===== config.mk =====
export PLATFORM = sky130hd
export DESIGN_NAME = tef_event_flags
export DESIGN_NICKNAME = d
export VERILOG_FILES = /design/src/rtl/tef_pkg.sv /design/src/rtl/tef_event_flags.sv
export SDC_FILE = /design/constraint.sdc
export NUM_CORES = 1
export LEC_CHECK = 0
export BUFFER_PORTS_ARGS = -buffer_cell sky130_fd_sc_hd__buf_2
export CORE_MARGIN = 10
export CORE_UTILIZATION = 35
export CTS_BUF_LIST = sky130_fd_sc_hd__clkbuf_16
export DETAILED_ROUTE_END_ITERATION = 7
export HOLD_SLACK_MARGIN = 0.02
export PLACE_DENSITY = 0.61
export SLEW_MARGIN = 30
export SYNTH_ARGS = -nofsm -noshare
export SYNTH_HDL_FRONTEND = slang
export SYNTH_SLANG_ARGS = --single-unit

===== constraint.sdc =====
create_clock -name ref_clk -period 1.62 [get_ports ref_clk]
set_clock_uncertainty 0.05 [all_clocks]
set_input_delay 0.081 -clock ref_clk [delete_from_list [all_inputs] [get_ports ref_clk]]
set_output_delay 0.081 -clock ref_clk [all_outputs]
set_load 0.005 [all_outputs]

===== src/rtl/tef_pkg.sv =====
package tef_pkg;
  // register byte offsets
  localparam logic [7:0] TEF_OFS_FLAGS = 8'h10;
  localparam logic [7:0] TEF_OFS_EVGEN = 8'h14;
  localparam logic [7:0] TEF_OFS_CTRL  = 8'h00;
  localparam logic [7:0] TEF_OFS_COUNT = 8'h24;
  localparam logic [7:0] TEF_OFS_ARLD  = 8'h2c;
  localparam logic [7:0] TEF_OFS_CAP1  = 8'h34;
  // flag and force bit positions
  localparam int TEF_B_UPD   = 0;
  localparam int TEF_B_CH1   = 1;
  localparam int TEF_B_COM   = 5;
  localparam int TEF_B_TRG   = 6;
  localparam int TEF_B_BRK   = 7;
  localparam int TEF_B_OVC1  = 9;
  // control register bits
  localparam int TEF_C_UPDATE_DISABLE  = 1;
  localparam int TEF_C_URS   = 2;
  localparam int TEF_C_DIR   = 4;
  localparam int TEF_C_CMS   = 5;
  localparam int TEF_C_COMMUTATION_PRELOAD_CONTROL  = 8;
  localparam int TEF_C_MOE   = 15;
  localparam int TEF_C_CHIN  = 9;
  localparam int TEF_NCH     = 4;
  localparam logic [15:0] TEF_FLAGS_MASK = 16'h1eff;
  localparam logic [15:0] TEF_CTRL_MASK  = 16'h9f36;
  localparam logic [15:0] TEF_RST16      = 16'h0000;
endpackage

===== src/rtl/tef_event_flags.sv =====
// Contract
// - commutation flag at bit 5 sets on commutation, cleared by software zero write
// - commutation event loads output enables and modes from preload copies
// - output channel 1 flag sets on compare match, not in center-aligned mode
// - input channel 1 flag sets on capture; cleared by zero write or capture read
// - channel 2..4 flags at bits 2..4 behave like channel 1; code clears only channel 1 on a capture read
// - update flag bit 0 sets on update event, only zero write clears
// - repetition overflow or underflow updates when update disable is zero
// - software force or counter reinit updates when source select and disable zero
// - trigger reinit of counter updates when source select and disable zero
// - brake force clears main output enable and sets brake flag
// - trigger force sets trigger flag; bit self-clears
// - commutation force loads preload copies when preload control is one
// - software commutation affects channels 1 to 3 only
// - output channel force sets channel flag; bit self-clears
// - input channel force captures counter, sets flag or overcapture flag
// - force bits 4..2 act on channels 4..2 as for channel 1; code captures the counter for channel 1 only, channels 2..4 only set flags
// - update force reinitializes counter and generates update
// - forced update clears prescaler counter, keeps division factor
// - forced update zeroes counter up or center, loads reload when down; code loads reload whenever direction is down, center-aligned too
// - overcapture flag sets on capture with channel flag still set
// - trigger on valid edge outside gated mode, either edge in gated mode
module tef_event_flags
  import tef_pkg::*;
#(
  parameter int CNT_W = 16
) (
  input  wire logic             ref_clk,
  input  wire logic             rst_n,
  input  wire logic             psel,
  input  wire logic             penable,
  input  wire logic             pwrite,
  input  wire logic [7:0]       paddr,
  input  wire logic [31:0]      pwdata,
  output logic      [31:0]      prdata,
  output logic                  pready,
  output logic                  pslverr,
  input  wire logic [3:0]       compare_match,
  input  wire logic [3:0]       capture_strobe,
  input  wire logic             rep_wrap,
  input  wire logic             counter_reinit,
  input  wire logic             brake_pin,
  input  wire logic             trigger_input,
  input  wire logic             gated_mode,
  input  wire logic             trigger_reinit,
  input  wire logic             hw_commutation,
  input  wire logic [CNT_W-1:0] core_counter,
  output logic                  main_output_enable,
  output logic                  update_event,
  output logic                  trigger_event,
  output logic                  commutation_event,
  output logic                  preload_load_chan123,
  output logic                  prescaler_clear,
  output logic                  counter_load,
  output logic      [CNT_W-1:0] counter_load_value,
  output logic      [3:0]       compare_event,
  output logic      [15:0]      capture1_value
);

  logic [15:0]      flags_q;
  logic [15:0]      flags_d;
  logic [15:0]      ctrl_q;
  logic [CNT_W-1:0] arld_q;
  logic [CNT_W-1:0] cap1_q;
  logic [7:0]       force_q;
  logic [2:0]       trg_sync_q;
  logic [2:0]       brk_sync_q;
  logic             trg_prev_q;

  // apb decode: zero wait states, unmapped offsets flag an error
  wire acc      = psel && penable;
  wire wr       = acc && pwrite;
  wire hit_flg  = paddr == TEF_OFS_FLAGS;
  wire hit_evg  = paddr == TEF_OFS_EVGEN;
  wire hit_ctl  = paddr == TEF_OFS_CTRL;
  wire hit_cnt  = paddr == TEF_OFS_COUNT;
  wire hit_arl  = paddr == TEF_OFS_ARLD;
  wire hit_cap  = paddr == TEF_OFS_CAP1;
  wire mapped   = hit_flg | hit_evg | hit_ctl | hit_cnt | hit_arl | hit_cap;
  assign pready  = 1'b1;
  assign pslverr = acc && !mapped;

  // control fields
  wire update_disable   = ctrl_q[TEF_C_UPDATE_DISABLE];
  wire update_request_source    = ctrl_q[TEF_C_URS];
  wire down   = ctrl_q[TEF_C_DIR];
  wire center = ctrl_q[TEF_C_CMS];
  wire commutation_preload_control   = ctrl_q[TEF_C_COMMUTATION_PRELOAD_CONTROL];
  wire [3:0] chan_in = ctrl_q[TEF_C_CHIN +: TEF_NCH];

  // force strobes held for one cycle only
  wire f_upd = force_q[TEF_B_UPD];
  wire f_com = force_q[TEF_B_COM];
  wire f_trg = force_q[TEF_B_TRG];
  wire f_brk = force_q[TEF_B_BRK];
  wire [3:0] f_ch = force_q[TEF_B_CH1 +: TEF_NCH];

  // trigger pin edges and brake pin level judged only on agreeing second and third stages
  wire trg_lvl  = trg_sync_q[2];
  wire trg_edge = (trg_sync_q[1] == trg_sync_q[2]) && (trg_lvl != trg_prev_q);
  wire trg_pin_evt = trg_edge && (gated_mode || trg_lvl);
  wire brk_pin  = (brk_sync_q[1] == brk_sync_q[2]) && brk_sync_q[2];

  assign trigger_event = trg_pin_evt | f_trg;
  wire reinit_ok = !update_request_source && !update_disable;
  assign update_event = (!update_disable && rep_wrap)
                      | (reinit_ok && (f_upd || counter_reinit))
                      | (reinit_ok && trigger_reinit);
  // forced update restarts prescaler and counter; factor is elsewhere
  assign prescaler_clear    = f_upd;
  assign counter_load       = f_upd;
  assign counter_load_value = down ? arld_q : '0;
  assign commutation_event  = hw_commutation | f_com;
  // channel 4 has no complementary pair, so only 1..3 are reloaded
  assign preload_load_chan123 = hw_commutation | (f_com && commutation_preload_control);
  // output compare match suppressed in center-aligned mode
  wire [3:0] cmp_hit = compare_match & ~chan_in & {TEF_NCH{!center}};
  wire [3:0] cap_hit = (capture_strobe | f_ch) & chan_in;
  wire [3:0] ch_set  = cmp_hit | (f_ch & ~chan_in) | cap_hit;
  assign compare_event = ch_set;
  wire cap1_read = acc && !pwrite && hit_cap;
  wire [15:0] wclr = (wr && hit_flg) ? ~pwdata[15:0] : TEF_RST16;

  // flag next state: set beats a same-cycle clear
  always_comb begin
    flags_d = flags_q & ~wclr;
    if (cap1_read && chan_in[0]) begin
      flags_d[TEF_B_CH1] = 1'b0;
    end
    for (int i = 0; i < TEF_NCH; i++) begin
      if (cap_hit[i] && flags_q[TEF_B_CH1+i]) begin
        flags_d[TEF_B_OVC1+i] = 1'b1;
      end
      if (ch_set[i]) begin
        flags_d[TEF_B_CH1+i] = 1'b1;
      end
    end
    if (update_event) begin
      flags_d[TEF_B_UPD] = 1'b1;
    end
    if (commutation_event) begin
      flags_d[TEF_B_COM] = 1'b1;
    end
    if (trigger_event) begin
      flags_d[TEF_B_TRG] = 1'b1;
    end
    if (f_brk || brk_pin) begin
      flags_d[TEF_B_BRK] = 1'b1;
    end
    flags_d = flags_d & TEF_FLAGS_MASK;
  end

  // read mux; event generation reads as zero
  always_comb begin
    prdata = '0;
    if (hit_flg) begin
      prdata[15:0] = flags_q;
    end else if (hit_ctl) begin
      prdata[15:0] = ctrl_q;
    end else if (hit_cnt) begin
      prdata[CNT_W-1:0] = core_counter;
    end else if (hit_arl) begin
      prdata[CNT_W-1:0] = arld_q;
    end else if (hit_cap) begin
      prdata[CNT_W-1:0] = cap1_q;
    end
  end

  // synchronisers for pin inputs
  always_ff @(posedge ref_clk or negedge rst_n) begin
    if (!rst_n) begin
      trg_sync_q <= '0;
      brk_sync_q <= '0;
      trg_prev_q <= 1'b0;
    end else begin
      trg_sync_q <= {trg_sync_q[1:0], trigger_input};
      brk_sync_q <= {brk_sync_q[1:0], brake_pin};
      if (trg_sync_q[1] == trg_sync_q[2]) begin
        trg_prev_q <= trg_lvl;
      end
    end
  end

  // force bits live one cycle, zeros written do nothing
  always_ff @(posedge ref_clk or negedge rst_n) begin
    if (!rst_n) begin
      force_q <= '0;
    end else begin
      force_q <= (wr && hit_evg) ? pwdata[7:0] : 8'h00;
    end
  end

  always_ff @(posedge ref_clk or negedge rst_n) begin
    if (!rst_n) begin
      flags_q <= TEF_RST16;
    end else begin
      flags_q <= flags_d;
    end
  end

  // control and reload; brake drops main output enable
  always_ff @(posedge ref_clk or negedge rst_n) begin
    if (!rst_n) begin
      ctrl_q <= TEF_RST16;
      arld_q <= '0;
    end else begin
      if (wr && hit_ctl) begin
        ctrl_q <= pwdata[15:0] & TEF_CTRL_MASK;
      end
      if (f_brk || brk_pin) begin
        ctrl_q[TEF_C_MOE] <= 1'b0;
      end
      if (wr && hit_arl) begin
        arld_q <= pwdata[CNT_W-1:0];
      end
    end
  end

  // channel 1 capture register
  always_ff @(posedge ref_clk or negedge rst_n) begin
    if (!rst_n) begin
      cap1_q <= '0;
    end else if (cap_hit[0]) begin
      cap1_q <= core_counter;
    end
  end

  assign main_output_enable = ctrl_q[TEF_C_MOE];
  assign capture1_value     = cap1_q;

endmodule


==> results of run 1 <==
## repair_timing
item                                    in CTS  in global routing
buffers inserted                             3                  0
resized for setup                           14                 13
pin swaps                                   10                  3
endpoints found under the setup margin      12                 19
hold buffers                                39                  0
endpoints found under the hold margin      132                  0
## cell type report
cell class,instances,area share
Tap cell,136,0.0318
Multi-Input combinational cell,250,0.339
Clock inverter,7,0.0124
Timing Repair Buffer,194,0.247
Clock buffer,9,0.0421
Sequential cell,69,0.323
Inverter,8,0.00561
## report_power, final
part | switching (mW) | leakage (nW) | internal [mW] | total (mW)
sequential | 0.0529 | 0.897 | 1.80 | 1.85
combinational | 0.281 | 1.68 | 0.306 | 0.587
clock | 0.773 | 0.141 | 1.18 | 1.96
## cells by family (layout without fill, tap and decap cells)
logic type	after synthesis	count (layout)
simple gates	105	105
other cells	2	17
fa+ha+maj	1	1
buf+inv	42	218
flops	69	69
compound gates	77	77
mux	50	50
## cells in the mapped netlist
library cell	n	share of area
or2_2	2	0.0034
buf_1	1	0.0010
nor3_1	2	0.0027
buf_6	2	0.0061
nand2b_1	12	0.020
nor4b_1	1	0.0024
and3_1	1	0.0017
o21bai_1	1	0.0021
mux2_2	31	0.095
o22ai_1	2	0.0034
a21oi_1	11	0.015
o41ai_1	1	0.0024
and2_1	26	0.044
buf_4	18	0.037
a41oi_1	1	0.0024
nor4_4	1	0.0058
nand4_1	2	0.0034
or3_1	1	0.0017
o31ai_1	8	0.016
inv_1	8	0.0082
dfrtp_1	69	0.47
mux2_4	10	0.041
nor2_1	23	0.024
a311o_1	1	0.0027
nor2b_1	4	0.0068
a221o_1	4	0.011
nand3_1	4	0.0055
nand2_1	20	0.020
o21ai_1	1	0.0014
maj3_1	1	0.0027
a2bb2oi_1	2	0.0048
clkbuf_1	11	0.011
a21o_1	1	0.0021
o211ai_1	3	0.0061
or4_4	1	0.0031
nand3_4	1	0.0048
nor3_2	2	0.0055
mux2i_1	9	0.025
nand4b_1	1	0.0024
conb_1	2	0.0021
a32o_1	6	0.016
buf_2	2	0.0027
o21ai_0	35	0.048
nor3_4	1	0.0044
## state kept, by name, summed over array words and instances, names as in the netlist
signal,cells
arld_q,16
brk_sync_q,3
capture1_value,16
ctrl_q,10
flags_q,12
force_q,8
trg_prev_q,1
trg_sync_q,3
## worst max path at each step
stage                         from          to  slack (ps)  cells after the start
final                     paddr[6]   prdata[5]         -70                      7
after global placement    paddr[1]   prdata[1]        -160                      7
after CTS                 paddr[6]   prdata[5]         -70                      7
after floorplan           paddr[1]  arld_q[10]         -90                      6
after global routing      paddr[6]   prdata[5]        -110                      7
after detailed placement  paddr[1]  flags_q[1]        -200                      5
## metal layers
layer	share of wire	routed length (um)	track usage	vias up
met2	0.49	6060	0.281	124
met1	0.41	5030	0.198	1629
met5	0.00097	12	0	-
met4	0.013	157	0.0405	2
li1	-	-	-	1567
met3	0.093	1160	0.0592	13
## worst reg2reg max path, delay by kind of cell (launching register included)
family,cells,cell delay (ps)
flops,1,380
buf+inv,1,240
compound gates,1,140
mux,1,370
==> flow_summary.yaml, run 1 <==
clock_network:
  cts_max_path_buffers: 2
  htreeDepth: 3
  cts_tree: "built"
  clock_latency_ps: 330
  clk_pin_slew_ps: 50
  clock_sinks: 69
  cts_root_buf: "clkbuf_16"
  cts_buffers: 9
synth:
  synth_compound_area_frac: 0.134
  synth_area_um2: 3660
  synth_cell_types: 44
  yosys.area_share.simple: 0.163
  avgSynthCellArea_um2: 10.6
  synthAdderAreaFrac: 0.00273
  synth_top_family_by_area: "simple AND/OR/NAND/NOR gates"
  synth_xor_area_frac: 0
  yosysWarnings: 0
  synthCells: 346
  synth.area.mux_share: 0.161
  yosysSeqAreaShare: 0.471
  synth-seq-cells: 69
timing:
  max_freq_ghz: 0.592
  drv_slew: 0
  hold_viol_final: 0
  finalSetupViolCount: 9
  rsz0062_at_grt: "yes"
  setup_tns_ps: -356
  hold_slack_ps: 39.9
  fin_crit_ps: 1690
  finalCritPeriodShare: 1.04
  timing.final.ws_setup_ps: -70.3
hold_path:
  hp-class: "input port to register"
  hold_start: "hw_commutation"
  holdPathStages: 3
  whs_endpoint: "flags_q[5]"
detailed_routing:
  firstDrtPassIters: 4
  drc_errors: 0
  vias: 3335
  drt_iter0_drc: 164
  routed_wl_mm: 12.4
  avgRoutedWirePerCell_um: 18.5
  via_per_inst: 4.96
  detail-route-antenna-nets: 0
critical_path:
  crit_type: "input port to primary output"
  cp_max_fo: 5
  crit_path_cell_trace: "buf_6 -> or4_4 -> nor3_4 -> buf_6 -> o21ai_2 -> a32o_1 -> buf_2"
  endpoint_kind: "primary output"
  crit_family: "simple AND/OR/NAND/NOR gates"
  rr_endpoint: "capture1_value[11]"
  start_kind: "input port"
  reg2reg_depth: 3
  path_buf_inv: 3
  path_common_cell: "buf_6"
  reg2reg_from: "force_q[1]"
  slowest_delay_ps: 600
  required_ps: 1490
  r2r_slack_ps: 320
  worstPathArrival_ps: 1560
  cpMaxStageDelayCell: "or4_4"
final_layout:
  diodes: 0
  final-seq-area_um2: 1730
  most-common-layout-cells: "buf_2, dfrtp_1, dlygate4sd3_1, mux2_2, buf_4"
  n_fill_cell: 936
  stdcell_count: 673
  final_util: 0.521
  drive_gt1_frac: 0.430
  area_growth_syn_to_layout_pct: 46.1
  multi_input_area_um2: 1810
  layout_commonest_cell: "buf_2"
  nets: 608
  design_area_um2: 5350
run_status:
  failed_checks: "setup timing"
  status: "complete, but fails checks"
pwr:
  p_per_area_nw_per_um2: 822
  finalPower_mw: 4.40
  vdd_ir_drop_max_mv: 0.620
  p_leak_nw: 2.72
placement:
  dp_hpwl_mm: 9.21
  portBuffers: 119
  placement.cell_area_um2: 4560
  post-place-ws_ps: -202
  place_inst: 615
  globalplace.congestion: 0.861
die:
  die_width_um: 122
  dieHeight_um: 122
  die-area_um2: 15000
  ioPinCount: 153
  start_util: 0.356
  core_area_um2: 10300
  rows: 37
global_route:
  antenna_found_initial: 1
  grt_max_degree: 70
  grt_pass1_vias: 3606
  track_usage: 0.166
  grt_first_pass_wirelength_mm: 19.3
  gr-total-overflow: 0
job:
  cap_violations: 0
Note: power is estimated with default switching activity, not from simulation.
==> run 2: changes to the inputs <==
==> constraint.sdc (replaced) <==
create_clock -name ref_clk -period 1.62 [get_ports ref_clk]
set_clock_uncertainty 0.05 [all_clocks]
set_input_delay 0.162 -clock ref_clk [delete_from_list [all_inputs] [get_ports ref_clk]]
set_output_delay 0.162 -clock ref_clk [all_outputs]
set_load 0.005 [all_outputs]
==> run 2 against run 1 <==
  * The run still ends with setup timing left
  * Final cell count is 1.9% lower
  * Core utilization is 1.1 points lower
  * Worst hold slack worse by 12 ps
  * Die area stayed put
  * Routed wire length is 3.3% lower
  * Register-to-register slack hardly changed
  * Clock power is 14% higher
  * Fmax is 8.3% lower
==> flow_summary.yaml, run 2 (same netlist as run 1, synthesis figures left out) <==
run_status:
  status: "complete, but fails checks"
  failed_checks: "setup timing"
detailed_routing:
  vias: 3226
  firstDrtPassIters: 4
  drc_errors: 0
  via_per_inst: 4.89
  detail-route-antenna-nets: 0
  avgRoutedWirePerCell_um: 18.2
  routed_wl_mm: 12.0
  drt_iter0_drc: 122
critical_path:
  required_ps: 1410
  reg2reg_depth: 3
  reg2reg_from: "force_q[1]"
  rr_endpoint: "capture1_value[5]"
  worstPathArrival_ps: 1630
  r2r_slack_ps: 320
  crit_type: "input port to primary output"
  start_kind: "input port"
  cp_max_fo: 5
  endpoint_kind: "primary output"
global_route:
  grt_first_pass_wirelength_mm: 18.6
  track_usage: 0.159
  gr-usage-met1: 0.193
  grt_util_met3: 0.0551
  use_met2: 0.262
  gr-total-overflow: 0
  grt_pass1_vias: 3492
  antenna_found_initial: 1
  grt_max_degree: 70
  busiest_layer: "met2"
hold_path:
  whs_endpoint: "force_q[6]"
  holdPathStages: 2
  hold_start: "pwdata[6]"
  hp-class: "input port to register"
clock_network:
  clock_sinks: 69
  clock_latency_ps: 330
  cts_buffers: 9
  cts_tree: "built"
  htreeDepth: 3
  clk_pin_slew_ps: 60
  cts_max_path_buffers: 2
  cts_root_buf: "clkbuf_16"
final_layout:
  diodes: 0
  design_area_um2: 5240
  layout_commonest_cell: "buf_2"
  drive_gt1_frac: 0.487
  n_fill_cell: 985
  area_growth_syn_to_layout_pct: 43.2
  nets: 595
  most-common-layout-cells: "buf_2, dfrtp_1, buf_4, mux2_2, o21ai_0"
timing:
  timing.final.ws_setup_ps: -223
  hold_slack_ps: 27.4
  rsz0062_at_grt: "yes"
  finalCritPeriodShare: 1.14
  max_freq_ghz: 0.543
  finalSetupViolCount: 30
  drv_slew: 0
  fin_crit_ps: 1840
  hold_viol_final: 0
die:
  start_util: 0.356
  dieHeight_um: 122
  core_area_um2: 10300
  rows: 37
  die-area_um2: 15000
  ioPinCount: 153
  die_width_um: 122
job:
  cap_violations: 0
placement:
  portBuffers: 119
  globalplace.congestion: 0.856
  dp_hpwl_mm: 9.31
  post-place-ws_ps: -353
  placement.cell_area_um2: 4700
pwr:
  vdd_ir_drop_max_mv: 0.550
  finalPower_mw: 4.63
  p_leak_nw: 2.72
  p_per_area_nw_per_um2: 884
-- run 2: changes by cell type in the layout (fill, tap and decap cells not counted), sizes merged --
| cell | previous run | this run |
|---|---|---|
| buf | 154 | 176 |
| bufinv | 1 | 3 |
| clkinvlp | 2 | 1 |
| clkbuf | 10 | 9 |
| inv | 10 | 9 |
| dlygate4sd3 | 39 | 5 |
-- run 2: what timing repair did --
action                                  CTS  global route
endpoints found under the setup margin   20            34
gates resized for setup                  17            15
buffers inserted                          3             3
pin swaps                                 9             3
endpoints found under the hold margin    73             0
hold buffers                              5             0
-- run 2: layer usage --
layer,part of all wire,vias to the layer above
met5,0.0011,-
met4,0.012,2
met3,0.077,13
met1,0.43,1570
li1,-,1535
met2,0.48,106
-- run 2: report_power, final --
group	total, mW	internal, mW	switching (mW)
clock network	2.23	1.50	0.738
logic	0.547	0.272	0.275
registers	1.85	1.80	0.0513
total	4.63	3.57	1.06
-- run 2: how the worst max path moves through the flow --
stage               slack [ps]  startpoint         end
floorplan                 -170    paddr[1]  arld_q[10]
global placement          -350    paddr[1]  force_q[4]
detailed placement        -350    paddr[1]   prdata[4]
CTS                       -230    paddr[6]   prdata[5]
global route              -260    paddr[6]   prdata[1]
finish                    -220    paddr[6]   prdata[3]
-- run 2: critical path: stages --
cell and delay (ps):
buf_6 90, or4_4 580, buf_4 180, nor3_4 150, buf_4 190, nand2_1 50, o21ai_0 80, buf_2 140
-- run 2: final cells by class --
class | count | area (um2) | area share
Sequential cell | 69 | 1730 | 0.330
Tap cell | 136 | 170 | 0.0325
Timing Repair Buffer | 181 | 1140 | 0.217
Clock buffer | 9 | 225 | 0.0430
Clock inverter | 7 | 115 | 0.0220
Inverter | 8 | 30.0 | 0.00573
Multi-Input combinational cell | 250 | 1830 | 0.350
-- run 2: metrics by stage --
| step | setup TNS, ps | util | cells |
|---|---|---|---|
| after CTS | -4100 | 0.502 | 657 |
| after detailed placement | -12110 | 0.458 | 633 |
| after global placement | -12380 | 0.458 | 633 |
| after floorplan | -2360 | - | 361 |
| final | -4630 | 0.510 | 660 |
| after global routing | -5950 | 0.510 | 660 |
==> run 3: changes to the inputs <==
--- a/config.mk
+++ b/config.mk
@@ -6,9 +6,11 @@
 export NUM_CORES = 1
 export LEC_CHECK = 0
 export BUFFER_PORTS_ARGS = -buffer_cell sky130_fd_sc_hd__buf_2
+export CORE_ASPECT_RATIO = 1.2
 export CORE_MARGIN = 10
 export CORE_UTILIZATION = 35
 export CTS_BUF_LIST = sky130_fd_sc_hd__clkbuf_16
+export CTS_CLUSTER_SIZE = 24
 export DETAILED_ROUTE_END_ITERATION = 7
 export HOLD_SLACK_MARGIN = 0.02
 export PLACE_DENSITY = 0.61
==> run 3 against run 2 <==
  * The flow still finishes with violations (setup timing)
  * Fmax shrank 2.4%
  * Final cell count shrank 2.0%
  * Non-clock buffer count shrank 4
  * Combinational power grew 1%
  * Clock power shrank 9%
  * Flip-flop and latch count is the same
  * Power shrank 4.0%
  * Worst hold slack is essentially flat
  * Sequential share of layout area shrank 0.055 points
  * Routed wire length grew 2.2%
==> flow_summary.yaml, run 3 (same netlist as run 1, synthesis figures left out) <==
clock_network:
  cts_buffers: 9
  cts_tree: "built"
  htreeDepth: 3
  clk_pin_slew_ps: 50
  cts_max_path_buffers: 2
  clock_latency_ps: 330
  cts_root_buf: "clkbuf_16"
  clock_sinks: 69
final_layout:
  drive_gt1_frac: 0.502
  layout_commonest_cell: "buf_2"
  area_growth_syn_to_layout_pct: 43.5
  most-common-layout-cells: "buf_2, dfrtp_1, buf_4, mux2_2, and2_1"
  nets: 591
  final_util: 0.520
timing:
  max_freq_ghz: 0.529
  finalSetupViolCount: 30
  rsz0062_at_grt: "yes"
  drv_slew: 0
  finalCritPeriodShare: 1.17
  tightest_slew_ps: 564
  setup_tns_ps: -4360
  timing.final.ws_setup_ps: -269
  fin_crit_ps: 1890
  slew_headroom: 0.624
  hold_viol_final: 0
critical_path:
  slowest_delay_ps: 610
  cpMaxStageDelayCell: "or4_4"
  crit_type: "input port to primary output"
  r2r_slack_ps: 370
  crit_path_cell_trace: "buf_6 -> or4_4 -> nor3_4 -> buf_6 -> o21ai_2 -> a32o_1 -> buf_2"
  cp_max_fo: 7
  required_ps: 1410
  endpoint_kind: "primary output"
  start_kind: "input port"
  worstPathArrival_ps: 1680
  path_common_cell: "buf_6"
die:
  start_util: 0.362
  rows: 40
  die-area_um2: 15000
  core_area_um2: 10100
  ioPinCount: 153
  die_width_um: 113
  dieHeight_um: 132
detailed_routing:
  drc_errors: 0
  avgRoutedWirePerCell_um: 19.0
  via_per_inst: 5.02
  drt_iter0_drc: 122
  firstDrtPassIters: 4
  detail-route-antenna-nets: 0
  routed_wl_mm: 12.3
  vias: 3246
placement:
  globalplace.congestion: 0.898
  portBuffers: 119
  dp_hpwl_mm: 9.59
global_route:
  grt_first_pass_wirelength_mm: 19.1
  grt_pass1_vias: 3522
  track_usage: 0.161
  antenna_found_initial: 0
  gr-total-overflow: 0
  grt_max_degree: 27
run_status:
  status: "complete, but fails checks"
  failed_checks: "setup timing"
pwr:
  p_per_area_nw_per_um2: 847
  p_leak_nw: 2.71
  vdd_ir_drop_max_mv: 0.532
hold_path:
  hp-class: "input port to register"
job:
  cap_violations: 0
run 3: cell types whose count changed in the layout (fill, tap and decap cells not counted), moves of 3 or more:
| cell | previous run | this run |
|---|---|---|
| o21ai_2 | 5 | 12 |
| buf_4 | 50 | 38 |
| o21ai_0 | 28 | 22 |
| clkinv_1 | 0 | 4 |
| nand2_2 | 0 | 3 |
| buf_6 | 6 | 13 |
| nand2_1 | 20 | 16 |
run 3: timing repair:
action	CTS	global route
setup endpoints to repair	17	42
hold buffers	5	0
resized for setup	19	40
buffers inserted	2	3
hold endpoints to repair	23	0
pin swaps	9	9
run 3: power by group:
part / internal, mW / total, mW / switching [mW] / leakage (nW)
Sequential: 1.80 / 1.86 / 0.0559 / 0.893
Clock: 1.32 / 2.04 / 0.715 / 0.149
Combinational: 0.272 / 0.555 / 0.283 / 1.67
run 3: metrics by stage:
| stage | instance area, um2 | std cells | total power [mW] | setup slack, ps | hold slack [ps] |
|---|---|---|---|---|---|
| after global placement | 4690 | 620 | 2.39 | -292 | 134 |
| after floorplan | 3730 | 361 | 2.11 | -169 | -184 |
| after detailed placement | 4690 | 620 | 2.40 | -319 | 135 |
| after CTS | 5110 | 643 | 4.47 | -260 | 20.5 |
| final | 5260 | 647 | 4.45 | -269 | 27.0 |
| after global routing | 5250 | 646 | 4.64 | -302 | 27.2 |
run 3: critical path: cells and delay by family:
| kind | cells | cell delay [ps] |
|---|---|---|
| AO/OA/AOI/OAI | 2 | 310 |
| buffers and inverters | 3 | 380 |
| AND/OR/NAND/NOR | 2 | 820 |
run 3: path summary, 6_finish.rpt:
kind,cells past startpoint,to,from
min reg2reg,0,brk_sync_q[1],brk_sync_q[0]
max reg2reg,3,capture1_value[2],force_q[1]
max in group asynchronous,3,ctrl_q[5],rst_n
min,2,force_q[0],pwdata[0]
min in group asynchronous,2,capture1_value[15],rst_n
max,7,prdata[12],paddr[1]
run 3: cell type report:
type / instances / area [um2]
fillers: 943 / 4850
diodes: 1 / 2.50
well taps: 126 / 158
multi-input cells: 250 / 1860
inverters: 8 / 30.0
clock buffers: 9 / 225
clock inverters: 7 / 80.1
repair buffers: 177 / 1160
flip-flops and latches: 69 / 1730
run 3: layer usage:
metal / GRT usage / share of wire / wire length (um) / vias to the layer above
li1: - / - / - / 1532
met1: 0.189 / 0.42 / 5100 / 1584
met2: 0.257 / 0.49 / 5960 / 119
met3: 0.0701 / 0.084 / 1040 / 11
met4: 0.0530 / 0.014 / 176 / 0
met5: 0 / 0 / 0 / -
